**src/scc_pkg.sv**
```systemverilog
// Package: register map, field positions, modes and counts for the clock source control
package scc_pkg;
    // Word-aligned Wishbone byte addresses
    localparam logic [3:0] SCC_ADDR_MULT = 4'h0;
    localparam logic [3:0] SCC_ADDR_OSC  = 4'h4;
    localparam logic [3:0] SCC_ADDR_CFG  = 4'h8;
    // Field positions
    localparam int SCC_BIT_MULT_EN   = 6;
    localparam int SCC_BIT_IDLE      = 7;
    localparam int SCC_BIT_PRI_READY = 3;
    localparam int SCC_BIT_SRC_HI    = 1;
    localparam int SCC_BIT_SRC_LO    = 0;
    // Reset values
    localparam logic       SCC_MULT_EN_RST = 1'b0;
    localparam logic       SCC_IDLE_RST    = 1'b0;
    localparam logic [1:0] SCC_SRC_RST     = 2'b00;
    // Clock source field codes
    localparam logic [1:0] SCC_SRC_DEFAULT = 2'b00;
    localparam logic [1:0] SCC_SRC_SEC     = 2'b01;
    localparam logic [1:0] SCC_SRC_PRI     = 2'b10;
    localparam logic [1:0] SCC_SRC_INT     = 2'b11;
    // Cycle counts, clock rates in MHz and the multiplier factor
    localparam int SCC_OLD_CYCLES   = 2;
    localparam int SCC_NEW_CYCLES   = 3;
    localparam int SCC_STARTUP_CNT  = 1024;
    localparam int SCC_CLK_MHZ      = 10;
    localparam int SCC_MAX_MULT_MHZ = 40;
    localparam int SCC_MULT_FACTOR  = 4;

    typedef enum logic [1:0] {
        SCC_MODE_CRYSTAL     = 2'b00,
        SCC_MODE_CRYSTAL_MUL = 2'b01,
        SCC_MODE_EXT         = 2'b10,
        SCC_MODE_EXT_MUL     = 2'b11
    } scc_mode_type;

    typedef enum logic [1:0] {
        SCC_ST_RUN  = 2'b00,
        SCC_ST_OLD  = 2'b01,
        SCC_ST_NEW  = 2'b10
    } scc_sw_type;
endpackage

```
**src/scc_clk_switch.sv**
```systemverilog
// Glitch-free switch sequencer: stops old source, then waits on the new one
`timescale 1ns/10ps
`default_nettype none
module scc_clk_switch
    import scc_pkg::*;
(
    input  wire logic       core_clk_i,
    input  wire logic       nrst_i,
    input  wire logic       ce_i,
    input  wire logic [1:0] req_src_i,
    input  wire logic       old_tick_i,
    input  wire logic       new_tick_i,
    output logic [1:0]      cur_src_o,
    output logic            gate_o,
    output logic            busy_o
);
    scc_sw_type st_r;
    scc_sw_type st_nxt;
    logic [2:0] cnt_r;
    logic [2:0] cnt_nxt;
    logic [1:0] cur_r;
    logic [1:0] cur_nxt;
    wire        change_w   = (req_src_i != cur_r);
    wire        old_done_w = old_tick_i && (cnt_r == 3'(SCC_OLD_CYCLES - 1));
    wire        new_done_w = new_tick_i && (cnt_r == 3'(SCC_NEW_CYCLES - 1));

    always_comb begin
        st_nxt  = st_r;
        cnt_nxt = cnt_r;
        cur_nxt = cur_r;
        unique case (st_r)
            SCC_ST_RUN: begin
                if (change_w) begin
                    st_nxt  = SCC_ST_OLD;
                    cnt_nxt = 3'h0;
                end
            end
            SCC_ST_OLD: begin
                if (old_done_w) begin
                    st_nxt  = SCC_ST_NEW;
                    cnt_nxt = 3'h0;
                    cur_nxt = req_src_i;
                end else if (old_tick_i) begin
                    cnt_nxt = cnt_r + 3'h1;
                end
            end
            SCC_ST_NEW: begin
                if (new_done_w) begin
                    st_nxt = SCC_ST_RUN;
                end else if (new_tick_i) begin
                    cnt_nxt = cnt_r + 3'h1;
                end
            end
            default: begin
                st_nxt = SCC_ST_RUN;
            end
        endcase
    end

    always_ff @(posedge core_clk_i) begin
        if (!nrst_i) begin
            st_r  <= SCC_ST_RUN;
            cnt_r <= 3'h0;
            cur_r <= SCC_SRC_RST;
        end else if (ce_i) begin
            st_r  <= st_nxt;
            cnt_r <= cnt_nxt;
            cur_r <= cur_nxt;
        end
    end

    // Output held low during the whole switch so no runt pulse escapes
    assign gate_o    = (st_r == SCC_ST_RUN);
    assign busy_o    = (st_r != SCC_ST_RUN);
    assign cur_src_o = cur_r;
endmodule
`default_nettype wire

```
**src/scc_top.sv**
```systemverilog
// Top: clock source control registers, source selection and pin behaviour
// Contract
// - Five oscillator modes: crystal, crystal x4, external, external x4, internal.
// - External modes come from config bits; internal selectable by software or default.
// - External clock modes skip the oscillator start-up wait.
// - External mode without multiplier drives quarter-rate clock on output pin.
// - Crystal mode never produces the quarter-rate output.
// - Multiplier modes with multiplier on run at four times source, 40 MHz max.
// - Multiplier enable is bit 6 of multiplier register, reset zero, read-write.
// - Outside multiplier modes the enable bit reads zero; other bits read zero.
// - Internal oscillator runs at power-up until configuration is loaded.
// - Internal oscillator runs when selected or monitor, watchdog, two-speed enabled.
// - Source field: 11 internal, 10 primary, 01 secondary.
// - Source 00 means primary if default bit one, else internal.
// - Every reset clears the source field.
// - Writing the source field switches the clock after a short transition.
// - Switch pauses two old-source cycles plus three new-source cycles.
// - Primary-ready flag bit 3 is one after start-up timer expires; here, after config load, it reads one only while primary is the active source.
// - Start-up timer counts 1024 oscillator cycles before crystal use; here it only delays the ready flag, the switch to primary does not wait for it.
// - Primary-ready resets zero with crystal plus two-speed, else one.
// - At most one of primary-ready and secondary-running set.
// - Idle bit 7: sleep enters idle when set, full sleep when clear.
// - Selecting secondary at sleep is ignored unless secondary oscillator enabled.
// - Oscillator control bits 6..4 and 2 read zero.
`timescale 1ns/10ps
`default_nettype none
module scc_top
    import scc_pkg::*;
#(
    parameter int STARTUP_CYCLES = SCC_STARTUP_CNT
)
(
    input  wire logic        core_clk_i,
    input  wire logic        nrst_i,
    input  wire logic        ce_i,
    // Wishbone classic slave
    input  wire logic        wb_cyc_i,
    input  wire logic        wb_stb_i,
    input  wire logic        wb_we_i,
    input  wire logic [3:0]  wb_adr_i,
    input  wire logic [3:0]  wb_sel_i,
    input  wire logic [31:0] wb_dat_i,
    output logic [31:0]      wb_dat_o,
    output logic             wb_ack_o,
    // Configuration and system inputs
    input  wire logic        cfg_loaded_i,
    input  wire logic        default_source_config_bit_i,
    input  wire logic [1:0]  primary_mode_config_bits_i,
    input  wire logic        two_speed_en_i,
    input  wire logic        fail_safe_en_i,
    input  wire logic        watchdog_en_i,
    input  wire logic        secondary_oscillator_enable_i,
    input  wire logic        sleep_exec_i,
    input  wire logic        oscillator_input_pin_i,
    input  wire logic        pri_osc_tick_i,
    input  wire logic        sec_osc_tick_i,
    input  wire logic        int_osc_tick_i,
    // Clock selection outputs
    output logic [1:0]       active_src_o,
    output logic             clk_gate_o,
    output logic             switching_o,
    output logic             multiplier_on_o,
    output logic             internal_osc_run_o,
    output logic             primary_ready_flag_o,
    output logic             secondary_running_flag_o,
    output logic             idle_mode_o,
    output logic             sleep_mode_o,
    output logic             oscillator_output_pin_o
);
    logic       mult_en_r;
    logic       idle_r;
    logic [1:0] src_r;
    logic       pri_ready_r;
    logic [10:0] start_cnt_r;
    logic [1:0] div_r;
    logic       osc_in_d_r;
    logic       loaded_r;
    logic       idle_mode_r;
    logic       sleep_mode_r;
    logic       ack_r;
    logic [31:0] dat_r;

    // Latched configuration; sampled once loading completes
    scc_mode_type mode_r;
    logic         dflt_r;

    wire req_w     = wb_cyc_i && wb_stb_i && !ack_r;
    wire wr_w      = req_w && wb_we_i && wb_sel_i[0];
    wire wr_mult_w = wr_w && (wb_adr_i == SCC_ADDR_MULT);
    wire wr_osc_w  = wr_w && (wb_adr_i == SCC_ADDR_OSC);

    wire mul_mode_w = (mode_r == SCC_MODE_CRYSTAL_MUL) || (mode_r == SCC_MODE_EXT_MUL);
    wire ext_mode_w = (mode_r == SCC_MODE_EXT) || (mode_r == SCC_MODE_EXT_MUL);
    wire xtal_w     = (mode_r == SCC_MODE_CRYSTAL) || (mode_r == SCC_MODE_CRYSTAL_MUL);

    // Field 00 folds onto primary or internal by the default bit
    wire [1:0] eff_src_w = (src_r != SCC_SRC_DEFAULT) ? src_r :
                           (dflt_r ? SCC_SRC_PRI : SCC_SRC_INT);
    // Until config is loaded the internal oscillator owns the clock
    wire [1:0] req_src_w = loaded_r ? eff_src_w : SCC_SRC_INT;

    // Secondary stays refused while its oscillator is off, so a sleep never lands on it
    wire sec_block_w = (req_src_w == SCC_SRC_SEC)
                       && !secondary_oscillator_enable_i;
    wire [1:0] sel_src_w = sec_block_w ? active_src_o : req_src_w;

    wire old_tick_w = (active_src_o == SCC_SRC_PRI) ? pri_osc_tick_i :
                      (active_src_o == SCC_SRC_SEC) ? sec_osc_tick_i : int_osc_tick_i;
    wire new_tick_w = (sel_src_w == SCC_SRC_PRI) ? pri_osc_tick_i :
                      (sel_src_w == SCC_SRC_SEC) ? sec_osc_tick_i : int_osc_tick_i;

    scc_clk_switch u_switch (
        .core_clk_i (core_clk_i),
        .nrst_i     (nrst_i),
        .ce_i       (ce_i),
        .req_src_i  (sel_src_w),
        .old_tick_i (old_tick_w),
        .new_tick_i (new_tick_w),
        .cur_src_o  (active_src_o),
        .gate_o     (clk_gate_o),
        .busy_o     (switching_o)
    );

    wire pri_rst_w   = !(xtal_w && two_speed_en_i);
    wire start_end_w = (start_cnt_r == 11'(STARTUP_CYCLES - 1));
    wire osc_rise_w  = oscillator_input_pin_i && !osc_in_d_r;

    always_ff @(posedge core_clk_i) begin
        if (!nrst_i) begin
            mult_en_r <= SCC_MULT_EN_RST;
            idle_r    <= SCC_IDLE_RST;
            src_r     <= SCC_SRC_RST;
        end else if (ce_i) begin
            if (wr_mult_w && mul_mode_w) begin
                mult_en_r <= wb_dat_i[SCC_BIT_MULT_EN];
            end
            if (wr_osc_w) begin
                idle_r <= wb_dat_i[SCC_BIT_IDLE];
                src_r  <= wb_dat_i[SCC_BIT_SRC_HI:SCC_BIT_SRC_LO];
            end
        end
    end

    // Configuration capture after reset release, never under reset itself
    always_ff @(posedge core_clk_i) begin
        if (!nrst_i) begin
            loaded_r <= 1'b0;
            mode_r   <= SCC_MODE_CRYSTAL;
            dflt_r   <= 1'b1;
        end else if (ce_i && cfg_loaded_i && !loaded_r) begin
            loaded_r <= 1'b1;
            mode_r   <= scc_mode_type'(primary_mode_config_bits_i);
            dflt_r   <= default_source_config_bit_i;
        end
    end

    // Start-up wait only for crystal modes; external clocks are ready at once
    always_ff @(posedge core_clk_i) begin
        if (!nrst_i) begin
            pri_ready_r <= 1'b0;
            start_cnt_r <= 11'h000;
        end else if (ce_i) begin
            if (!loaded_r) begin
                pri_ready_r <= 1'b0;
                start_cnt_r <= 11'h000;
            end else if (ext_mode_w || pri_rst_w && start_cnt_r == 11'h000 && !pri_ready_r
                         && !xtal_w) begin
                pri_ready_r <= 1'b1;
            end else if (!pri_ready_r && pri_osc_tick_i) begin
                if (start_end_w) begin
                    pri_ready_r <= 1'b1;
                end else begin
                    start_cnt_r <= start_cnt_r + 11'h001;
                end
            end
        end
    end

    // Quarter-rate output from the input clock, only in plain external mode
    always_ff @(posedge core_clk_i) begin
        if (!nrst_i) begin
            div_r      <= 2'b00;
            osc_in_d_r <= 1'b0;
        end else if (ce_i) begin
            osc_in_d_r <= oscillator_input_pin_i;
            if (osc_rise_w) begin
                div_r <= div_r + 2'b01;
            end
        end
    end

    always_ff @(posedge core_clk_i) begin
        if (!nrst_i) begin
            idle_mode_r  <= 1'b0;
            sleep_mode_r <= 1'b0;
        end else if (ce_i && sleep_exec_i) begin
            idle_mode_r  <= idle_r;
            sleep_mode_r <= !idle_r;
        end
    end

    // Wishbone: answer one cycle after the request, unmapped reads return zero
    wire [31:0] rd_mult_w = {24'h000000, 1'b0, mult_en_r && mul_mode_w, 6'h00};
    wire [31:0] rd_osc_w  = {24'h000000, idle_r, 3'h0, primary_ready_flag_o, 1'b0, src_r};
    wire [31:0] rd_cfg_w  = {24'h000000, 3'h0, loaded_r, dflt_r, 1'b0, mode_r};
    wire [31:0] rd_w      = (wb_adr_i == SCC_ADDR_MULT) ? rd_mult_w :
                            (wb_adr_i == SCC_ADDR_OSC)  ? rd_osc_w  :
                            (wb_adr_i == SCC_ADDR_CFG)  ? rd_cfg_w  : 32'h00000000;

    always_ff @(posedge core_clk_i) begin
        if (!nrst_i) begin
            ack_r <= 1'b0;
            dat_r <= 32'h00000000;
        end else if (ce_i) begin
            ack_r <= req_w;
            dat_r <= rd_w;
        end
    end

    assign wb_ack_o = ack_r;
    assign wb_dat_o = dat_r;
    // Crystal modes never drive the quarter-rate pin
    assign oscillator_output_pin_o = (loaded_r && mode_r == SCC_MODE_EXT) ? div_r[1] : 1'b0;
    assign multiplier_on_o = mul_mode_w && mult_en_r;
    assign internal_osc_run_o = !loaded_r || (active_src_o == SCC_SRC_INT)
                                || (sel_src_w == SCC_SRC_INT)
                                || fail_safe_en_i || watchdog_en_i || two_speed_en_i;
    // After config load primary reads ready only while it is the running source, keeping one flag at most
    assign primary_ready_flag_o = loaded_r ? (pri_ready_r && active_src_o == SCC_SRC_PRI)
                                           : pri_rst_w;
    assign secondary_running_flag_o = (active_src_o == SCC_SRC_SEC) && clk_gate_o
                                      && !primary_ready_flag_o;
    assign idle_mode_o  = idle_mode_r;
    assign sleep_mode_o = sleep_mode_r;

    // Write fields, named for the checks below
    wire [1:0] wr_src_w  = wb_dat_i[SCC_BIT_SRC_HI:SCC_BIT_SRC_LO];
    wire       wr_idle_w = wb_dat_i[SCC_BIT_IDLE];
endmodule
`default_nettype wire

```
**config.mk**
```make
export PLATFORM = sky130hd
export DESIGN_NAME = scc_top
export DESIGN_NICKNAME = d
export VERILOG_FILES = /design/src/scc_pkg.sv /design/src/scc_clk_switch.sv /design/src/scc_top.sv
export SDC_FILE = /design/constraint.sdc
export NUM_CORES = 1
export LEC_CHECK = 0
export ABC_AREA = 1
export BUFFER_PORTS_ARGS = -buffer_cell sky130_fd_sc_hd__buf_2
export CAP_MARGIN = 0
export CORE_MARGIN = 2
export CORE_UTILIZATION = 47
export DETAILED_ROUTE_END_ITERATION = 6
export GPL_TIMING_DRIVEN = 0
export HOLD_SLACK_MARGIN = 0.1
export PLACE_DENSITY = 0.8
export SYNTH_ARGS = -nofsm -noshare
export SYNTH_HDL_FRONTEND = slang
export SYNTH_SLANG_ARGS = --single-unit
export TNS_END_PERCENT = 100
```
**constraint.sdc**
```tcl
create_clock -name core_clk_i -period 1.7 [get_ports core_clk_i]
set_input_delay 0.255 -clock core_clk_i [delete_from_list [all_inputs] [get_ports core_clk_i]]
set_output_delay 0.255 -clock core_clk_i [all_outputs]
set_load 0.02 [all_outputs]
```
==> impl_metrics.py, run 1 <==
metrics = {
    "setup_path": {
        "critPathMostFrequentCell": "nand2_2",
        "critPathArrivalTime_ps": 1400,
        "path_class": "reg -> out",
        "startpoint_type": "flip-flop",
        "slowest_delay_ps": 380,
        "r2r-start": "u_switch.st_r[1]",
        "crit_required_ps": 1440,
        "crit_cells": 6,
        "path_cells": "inv_4, nor2_2, nand2_2, nand2_2, o221ai_2, buf_4",
        "ff2ff_path_depth": 9,
        "crit_fanout": 9,
        "r2r_setup_slack_ps": 100,
        "critPathTopFamily": "flip-flops",
        "cp_slowest_cell": "dfxtp_4",
        "endpoint_kind": "primary output",
        "worst-path-buf-inv": 2,
        "rr_endpoint": "u_switch.st_r[1]",
    },
    "clock_network": {
        "numCtsBuffers": 5,
        "h-tree-depth": 2,
        "root_buffer": "clkbuf_8",
        "clock_latency_ps": 290,
        "clk_pin_slew_worst_paths_ps": 80,
        "cts_buffer_depth": 2,
        "tritoncts": "built",
        "clock-sinks": 39,
    },
    "cells_and_area": {
        "seq_area_um2": 795,
        "antenna_cells": 0,
        "drive_gt1_share_pct": 30.6,
        "layout_commonest_cell": "nand2_1",
        "fill_cells": 457,
        "final_nets": 476,
        "final_util_pct": 62.1,
        "area_delta_synth_final_pct": 27.2,
        "final_cell_mix": "nand2_1, buf_2, inv_1, a21oi_1, buf_4",
        "multi_input_area_mm2": 0.00130,
    },
    "timing": {
        "fin_crit_ps": 1650,
        "max_freq_ghz": 0.606,
        "hold_viol_final": 0,
        "tightest_slew_ps": 550,
        "slew_headroom_pct": 63.3,
        "fin_crit_sh_pct": 97.1,
        "rsz0062_at_grt": "true",
        "slew_violations": 0,
        "clock_skew_ps": 8.22,
        "finalSetupViolations": 0,
        "setup_ws_ps": 48.7,
    },
    "floorplan": {
        "start_util_pct": 48.8,
        "core_mm2": 0.00475,
        "die_h_um": 74.3,
        "die-area_mm2": 0.00551,
        "die_x_um": 74.3,
        "row_count": 25,
        "ioPinCount": 103,
    },
    "global_route": {
        "first_global_vias": 1899,
        "grt_util_all_layers_pct": 19.7,
        "gr-total-overflow": 0,
        "grt_max_degree": 13,
        "antenna_found_initial": 0,
        "grt_pass1_wl_mm": 8.27,
    },
    "synth": {
        "avgSynthCellArea_um2": 7.09,
        "ys_types": 36,
        "ys_seq_elements": 39,
        "synthesis.area_mm2": 0.00232,
        "yosysSeqAreaShare_pct": 33.7,
        "yosysWarnings": 0,
        "synthCells": 327,
    },
    "placed_design": {
        "dp_slack_ps": -0.612,
        "gp_congestion": 0.978,
        "io_buffers": 43,
        "hpwl_mm": 4.13,
    },
    "pwr": {
        "p_comb_share_pct": 23.2,
        "p_int_w": 0.00151,
        "pwr-share-clk_pct": 32.0,
        "power_switching_w": 0.000691,
        "p_leak_nw": 1.38,
        "switching_share_pct": 31.4,
        "irDropWorstVdd_mv": 0.533,
        "seqPwrFrac_pct": 44.8,
        "powerDensity_mw_per_mm2": 745,
        "finalPower_w": 0.00220,
    },
    "worst_hold_path": {
        "hp-start": "wb_dat_i[6]",
        "hold_depth": 3,
        "min_to": "mult_en_r",
        "hp-class": "in -> reg",
    },
    "run_status": {
        "status": "complete, no violations",
    },
    "drt": {
        "dr.pass1.iters": 4,
        "drt-total-wl_mm": 5.49,
        "vias": 2286,
        "drc": 0,
        "antenna_left": 0,
        "via_per_inst": 4.80,
        "wl_per_cell_um": 11.5,
        "drt_iter0_drc": 134,
    },
    "run": {
        "drv_cap": 0,
    },
}
synth_stat cells, drive strengths merged:
library cell / instances / area (µm²)
a211oi: 2 / 15.0
a21o: 1 / 7.51
a21oi: 36 / 180
a31oi: 2 / 12.5
buf: 30 / 223
clkbuf: 1 / 3.75
clkinv: 1 / 3.75
conb: 1 / 3.75
dfxtp: 39 / 781
ha: 9 / 113
inv: 43 / 161
nand2: 59 / 241
nand3: 22 / 125
nand3b: 2 / 15.0
nand4: 5 / 31.3
nor2: 32 / 150
nor3: 9 / 45.0
nor4: 3 / 18.8
o211ai: 2 / 15.0
o21ai: 19 / 103
o21bai: 1 / 7.51
o221ai: 1 / 8.76
o22ai: 2 / 12.5
or4: 1 / 7.51
xor2: 4 / 35.0
power groups by stage:
| stage | clock network, W | logic, W | registers, W |
|---|---|---|---|
| 2_1_floorplan | 0 | 0.000363 | 0.00100 |
| 3_3_place_gp | 0 | 0.000469 | 0.00100 |
| 3_5_place_dp | 0 | 0.000482 | 0.00100 |
| 4_1_cts | 0.000708 | 0.000494 | 0.000983 |
| 5_1_grt | 0.000742 | 0.000569 | 0.000989 |
| 6_report | 0.000703 | 0.000511 | 0.000984 |
worst register-to-register path: stages (launching register included):
cell     delay [ps]
dfxtp_1         360
inv_1            90
ha_1            160
inv_1            90
a21oi_1         160
o21ai_2          80
o21ai_2         200
nor2_2          100
a21oi_1         190
nor2_1           70
how the worst max path moves through the flow:
stage                                      from                        to  slack [ps]
final                                  loaded_r        internal_osc_run_o          50
after global placement                 loaded_r        internal_osc_run_o          50
after CTS                        start_cnt_r[0]            start_cnt_r[9]           7
after detailed placement         start_cnt_r[0]            start_cnt_r[9]        -0.6
after global routing      u_switch.cur_src_o[0]  secondary_running_flag_o         -20
after floorplan           u_switch.cur_src_o[0]  secondary_running_flag_o          10
cell type report:
type / count / share of cell area, %
Buffer: 31 / 7.67
Timing Repair Buffer: 49 / 8.99
Multi-Input combinational cell: 238 / 44.1
Clock inverter: 1 / 0.254
Inverter: 44 / 5.93
Clock buffer: 7 / 3.26
Tap cell: 67 / 2.84
Sequential cell: 39 / 26.9
through the flow:
stage          hold WS (ps)  setup TNS [ps]  area (µm²)  instances
6_report                230               0        2950        476
5_1_grt                 257           -46.3        2950        476
4_1_cts                 231               0        2870        472
3_5_place_dp            447          -0.612        2720        462
3_3_place_gp            432               0        2720        462
2_1_floorplan           418               0        2420        352
sequential cells by signal, summed over array words and instances, names as in the netlist:
name                cells
dflt_r                  1
div_r                   2
idle_mode_o             1
idle_r                  1
loaded_r                1
mode_r                  2
mult_en_r               1
osc_in_d_r              1
pri_ready_r             1
sleep_mode_o            1
src_r                   2
start_cnt_r            11
u_switch.cnt_r          3
u_switch.cur_src_o      2
u_switch.st_r           2
wb_ack_o                1
wb_dat_o                6
layer usage:
metal	global-route usage, %	up-vias	wire (µm)
li1	-	1183	-
met1	24.5	998	2440
met2	33.0	96	2530
met3	4.47	9	430
met4	8.13	0	95
met5	0	-	0
cells by family (layout without fill, tap and decap cells):
kind of cell               after synthesis  count (layout)  synth area share, %
and+or+nand+nor                        133             133                 27.3
buffers and inverters                   75             132                 16.9
AOI/OAI and AO/OA                       66              66                 15.6
DFF                                     39              39                 33.7
adders and majority gates                9               9                 4.85
xor gates and xnor gates                 4               4                 1.51
other                                    1              26                0.162
what timing repair did:
action / 4_1_cts / 5_1_grt
setup endpoints to repair: 5 / 16
setup buffers: 2 / 4
hold buffers: 0 / 0
pin swaps: 0 / 7
gates resized for setup: 9 / 19
(Power assumes the default switching activity.)
==> run 2, diff against run 1 <==
--- a/config.mk
+++ b/config.mk
@@ -9,11 +9,11 @@
 export BUFFER_PORTS_ARGS = -buffer_cell sky130_fd_sc_hd__buf_2
 export CAP_MARGIN = 0
 export CORE_MARGIN = 2
-export CORE_UTILIZATION = 47
+export CORE_UTILIZATION = 43
 export DETAILED_ROUTE_END_ITERATION = 6
 export GPL_TIMING_DRIVEN = 0
 export HOLD_SLACK_MARGIN = 0.1
-export PLACE_DENSITY = 0.8
+export PLACE_DENSITY = 0.77
 export SYNTH_ARGS = -nofsm -noshare
 export SYNTH_HDL_FRONTEND = slang
 export SYNTH_SLANG_ARGS = --single-unit
==> constraint.sdc (replaced) <==
create_clock -name core_clk_i -period 1.5 [get_ports core_clk_i]
set_input_delay 0.225 -clock core_clk_i [delete_from_list [all_inputs] [get_ports core_clk_i]]
set_output_delay 0.225 -clock core_clk_i [all_outputs]
set_load 0.02 [all_outputs]
==> impl_metrics.py, run 2 (same netlist as run 1, synthesis figures left out) <==
metrics = {
    "run_status": {
        "status": "finished with violations",
        "violations": "setup timing",
    },
    "global_route": {
        "antenna_found_initial": 0,
        "grt_pass1_wl_mm": 8.79,
        "first_global_vias": 2068,
        "grt_max_degree": 14,
        "grt_util_all_layers_pct": 17.8,
        "gr-total-overflow": 0,
    },
    "worst_hold_path": {
        "hp-class": "in -> reg",
        "hold_depth": 3,
    },
    "drt": {
        "antenna_left": 0,
        "dr.pass1.iters": 4,
        "vias": 2309,
        "drc": 0,
        "drt_iter0_drc": 63,
        "via_per_inst": 4.74,
        "drt-total-wl_mm": 5.54,
        "wl_per_cell_um": 11.4,
    },
    "timing": {
        "setup_tns_ps": -575,
        "max_freq_ghz": 0.625,
        "setup_ws_ps": -101,
        "slew_violations": 0,
        "fin_crit_sh_pct": 107,
        "rsz0062_at_grt": "true",
        "hold_viol_final": 0,
        "fin_crit_ps": 1600,
        "slew_headroom_pct": 64.8,
        "clock_skew_ps": 11.7,
        "finalSetupViolations": 8,
        "tightest_slew_ps": 528,
    },
    "pwr": {
        "seqPwrFrac_pct": 44.7,
        "p_leak_nw": 1.46,
        "irDropWorstVdd_mv": 0.633,
        "power_switching_w": 0.000812,
        "powerDensity_mw_per_mm2": 803,
        "p_int_w": 0.00169,
        "p_comb_share_pct": 24.6,
        "pwr-share-clk_pct": 30.7,
        "switching_share_pct": 32.5,
    },
    "setup_path": {
        "critPathMostFrequentCell": "nand3_2",
        "cp_slowest_cell": "dfxtp_4",
        "critPathTopFamily": "simple AND/OR/NAND/NOR gates",
        "cp-endpoint": "u_switch.cnt_r[2]",
        "crit_required_ps": 1690,
        "slowest_delay_ps": 410,
        "worst-path-buf-inv": 1,
        "endpoint_kind": "flip-flop",
        "path_cells": "nand2_2, nor2_2, nand3_2, buf_4, nand3_1, nand2_1, nand3_2, nand3_2, nand2_4, nand2_2, nor2_1, nor2_1",
        "rr_endpoint": "u_switch.cnt_r[2]",
        "r2r_setup_slack_ps": -100,
        "startpoint_type": "flip-flop",
        "r2r-start": "loaded_r",
        "path_class": "reg -> reg",
        "critical_path.startpoint": "loaded_r",
        "crit_fanout": 5,
        "critPathArrivalTime_ps": 1790,
        "ff2ff_path_depth": 12,
        "crit_cells": 12,
    },
    "floorplan": {
        "start_util_pct": 44.8,
        "die_h_um": 77.5,
        "die-area_mm2": 0.00600,
        "die_x_um": 77.5,
        "ioPinCount": 103,
        "row_count": 26,
        "core_mm2": 0.00517,
    },
    "placed_design": {
        "placedCellCount": 465,
        "dp_slack_ps": -162,
        "io_buffers": 43,
        "gp_congestion": 0.878,
        "hpwl_mm": 4.01,
        "place_area_mm2": 0.00274,
    },
    "cells_and_area": {
        "final_cell_mix": "nand2_1, buf_4, buf_2, a21oi_1",
        "drive_gt1_share_pct": 37.4,
        "layoutNonFillerInstCount": 487,
        "final_nets": 484,
        "layout_commonest_cell": "nand2_1",
        "fin_area_mm2": 0.00311,
        "final_util_pct": 60.2,
        "largest_reg_flops": 11,
        "antenna_cells": 0,
        "top_register": "start_cnt_r",
        "fill_cells": 458,
        "area_delta_synth_final_pct": 34.1,
    },
    "clock_network": {
        "clock-sinks": 39,
        "tritoncts": "built",
        "numCtsBuffers": 5,
        "clock_latency_ps": 300,
        "h-tree-depth": 2,
        "clk_pin_slew_worst_paths_ps": 80,
        "root_buffer": "clkbuf_8",
        "cts_buffer_depth": 2,
    },
    "run": {
        "drv_cap": 0,
    },
}
[run 2: changes by cell type in the layout (fill, tap and decap cells not counted), sizes merged]
cell	change
clkbuf	-1
buf	+8
clkinv	+1
[run 2: repair_timing]
action | in CTS | in global routing
endpoints found under the setup margin | 23 | 23
gates cloned | 0 | 0
setup buffers | 5 | 9
hold buffers | 0 | 0
pin swaps | 4 | 10
resized for setup | 28 | 30
[run 2: worst min-delay path by stage]
stage | startpoint | endpoint | slack [ps]
floorplan | wb_dat_i[6] | mult_en_r | 390
global placement | start_cnt_r[4] | start_cnt_r[4] | 430
detailed placement | div_r[0] | div_r[0] | 440
CTS | wb_dat_i[6] | mult_en_r | 170
global route | wb_dat_i[0] | src_r[0] | 220
finish | wb_dat_i[6] | mult_en_r | 170
[run 2: power by group through the flow]
| stage | Clock (W) | Sequential, W | Combinational (W) |
|---|---|---|---|
| final | 0.000768 | 0.00112 | 0.000614 |
| after global placement | 0 | 0.00114 | 0.000543 |
| after floorplan | 0 | 0.00114 | 0.000428 |
| after detailed placement | 0 | 0.00114 | 0.000554 |
| after CTS | 0.000779 | 0.00111 | 0.000582 |
| after global routing | 0.000829 | 0.00112 | 0.000680 |
[run 2: cell type report]
type | count | area, µm² | share of cell area [%]
Multi-Input combinational cell | 238 | 1390 | 44.7
Sequential cell | 39 | 800 | 25.7
Timing Repair Buffer | 57 | 328 | 10.5
Buffer | 31 | 226 | 7.28
Inverter | 44 | 180 | 5.79
Tap cell | 70 | 87.6 | 2.81
Clock buffer | 6 | 82.6 | 2.65
Clock inverter | 2 | 16.3 | 0.523
[run 2: worst reg2reg max path, stage by stage, from the launching register on]
cell     delay, ps
dfxtp_4        410
nand2_2         70
nor2_2          90
nand3_2        120
buf_4          160
nand3_1         80
nand2_1         80
nand3_2         90
nand3_2         90
nand2_4        100
nand2_2         60
nor2_1         100
nor2_1          50
[run 2: stage by stage]
| step | total power (W) | hold WS [ps] |
|---|---|---|
| floorplan | 0.00157 | 388 |
| global placement | 0.00168 | 432 |
| detailed placement | 0.00169 | 442 |
| CTS | 0.00247 | 174 |
| global route | 0.00263 | 221 |
| finish | 0.00250 | 171 |
[run 2: layer usage]
metal  wire length [µm]  vias to the layer above  GRT usage [%]  share of wire (%)
li1                   -                     1194              -                  -
met1               2350                     1042           20.9                 42
met2               2780                       62           31.4                 50
met3                314                       11           4.65                5.7
met4                101                        0           5.89                1.8
met5                  0                        -              0                  0
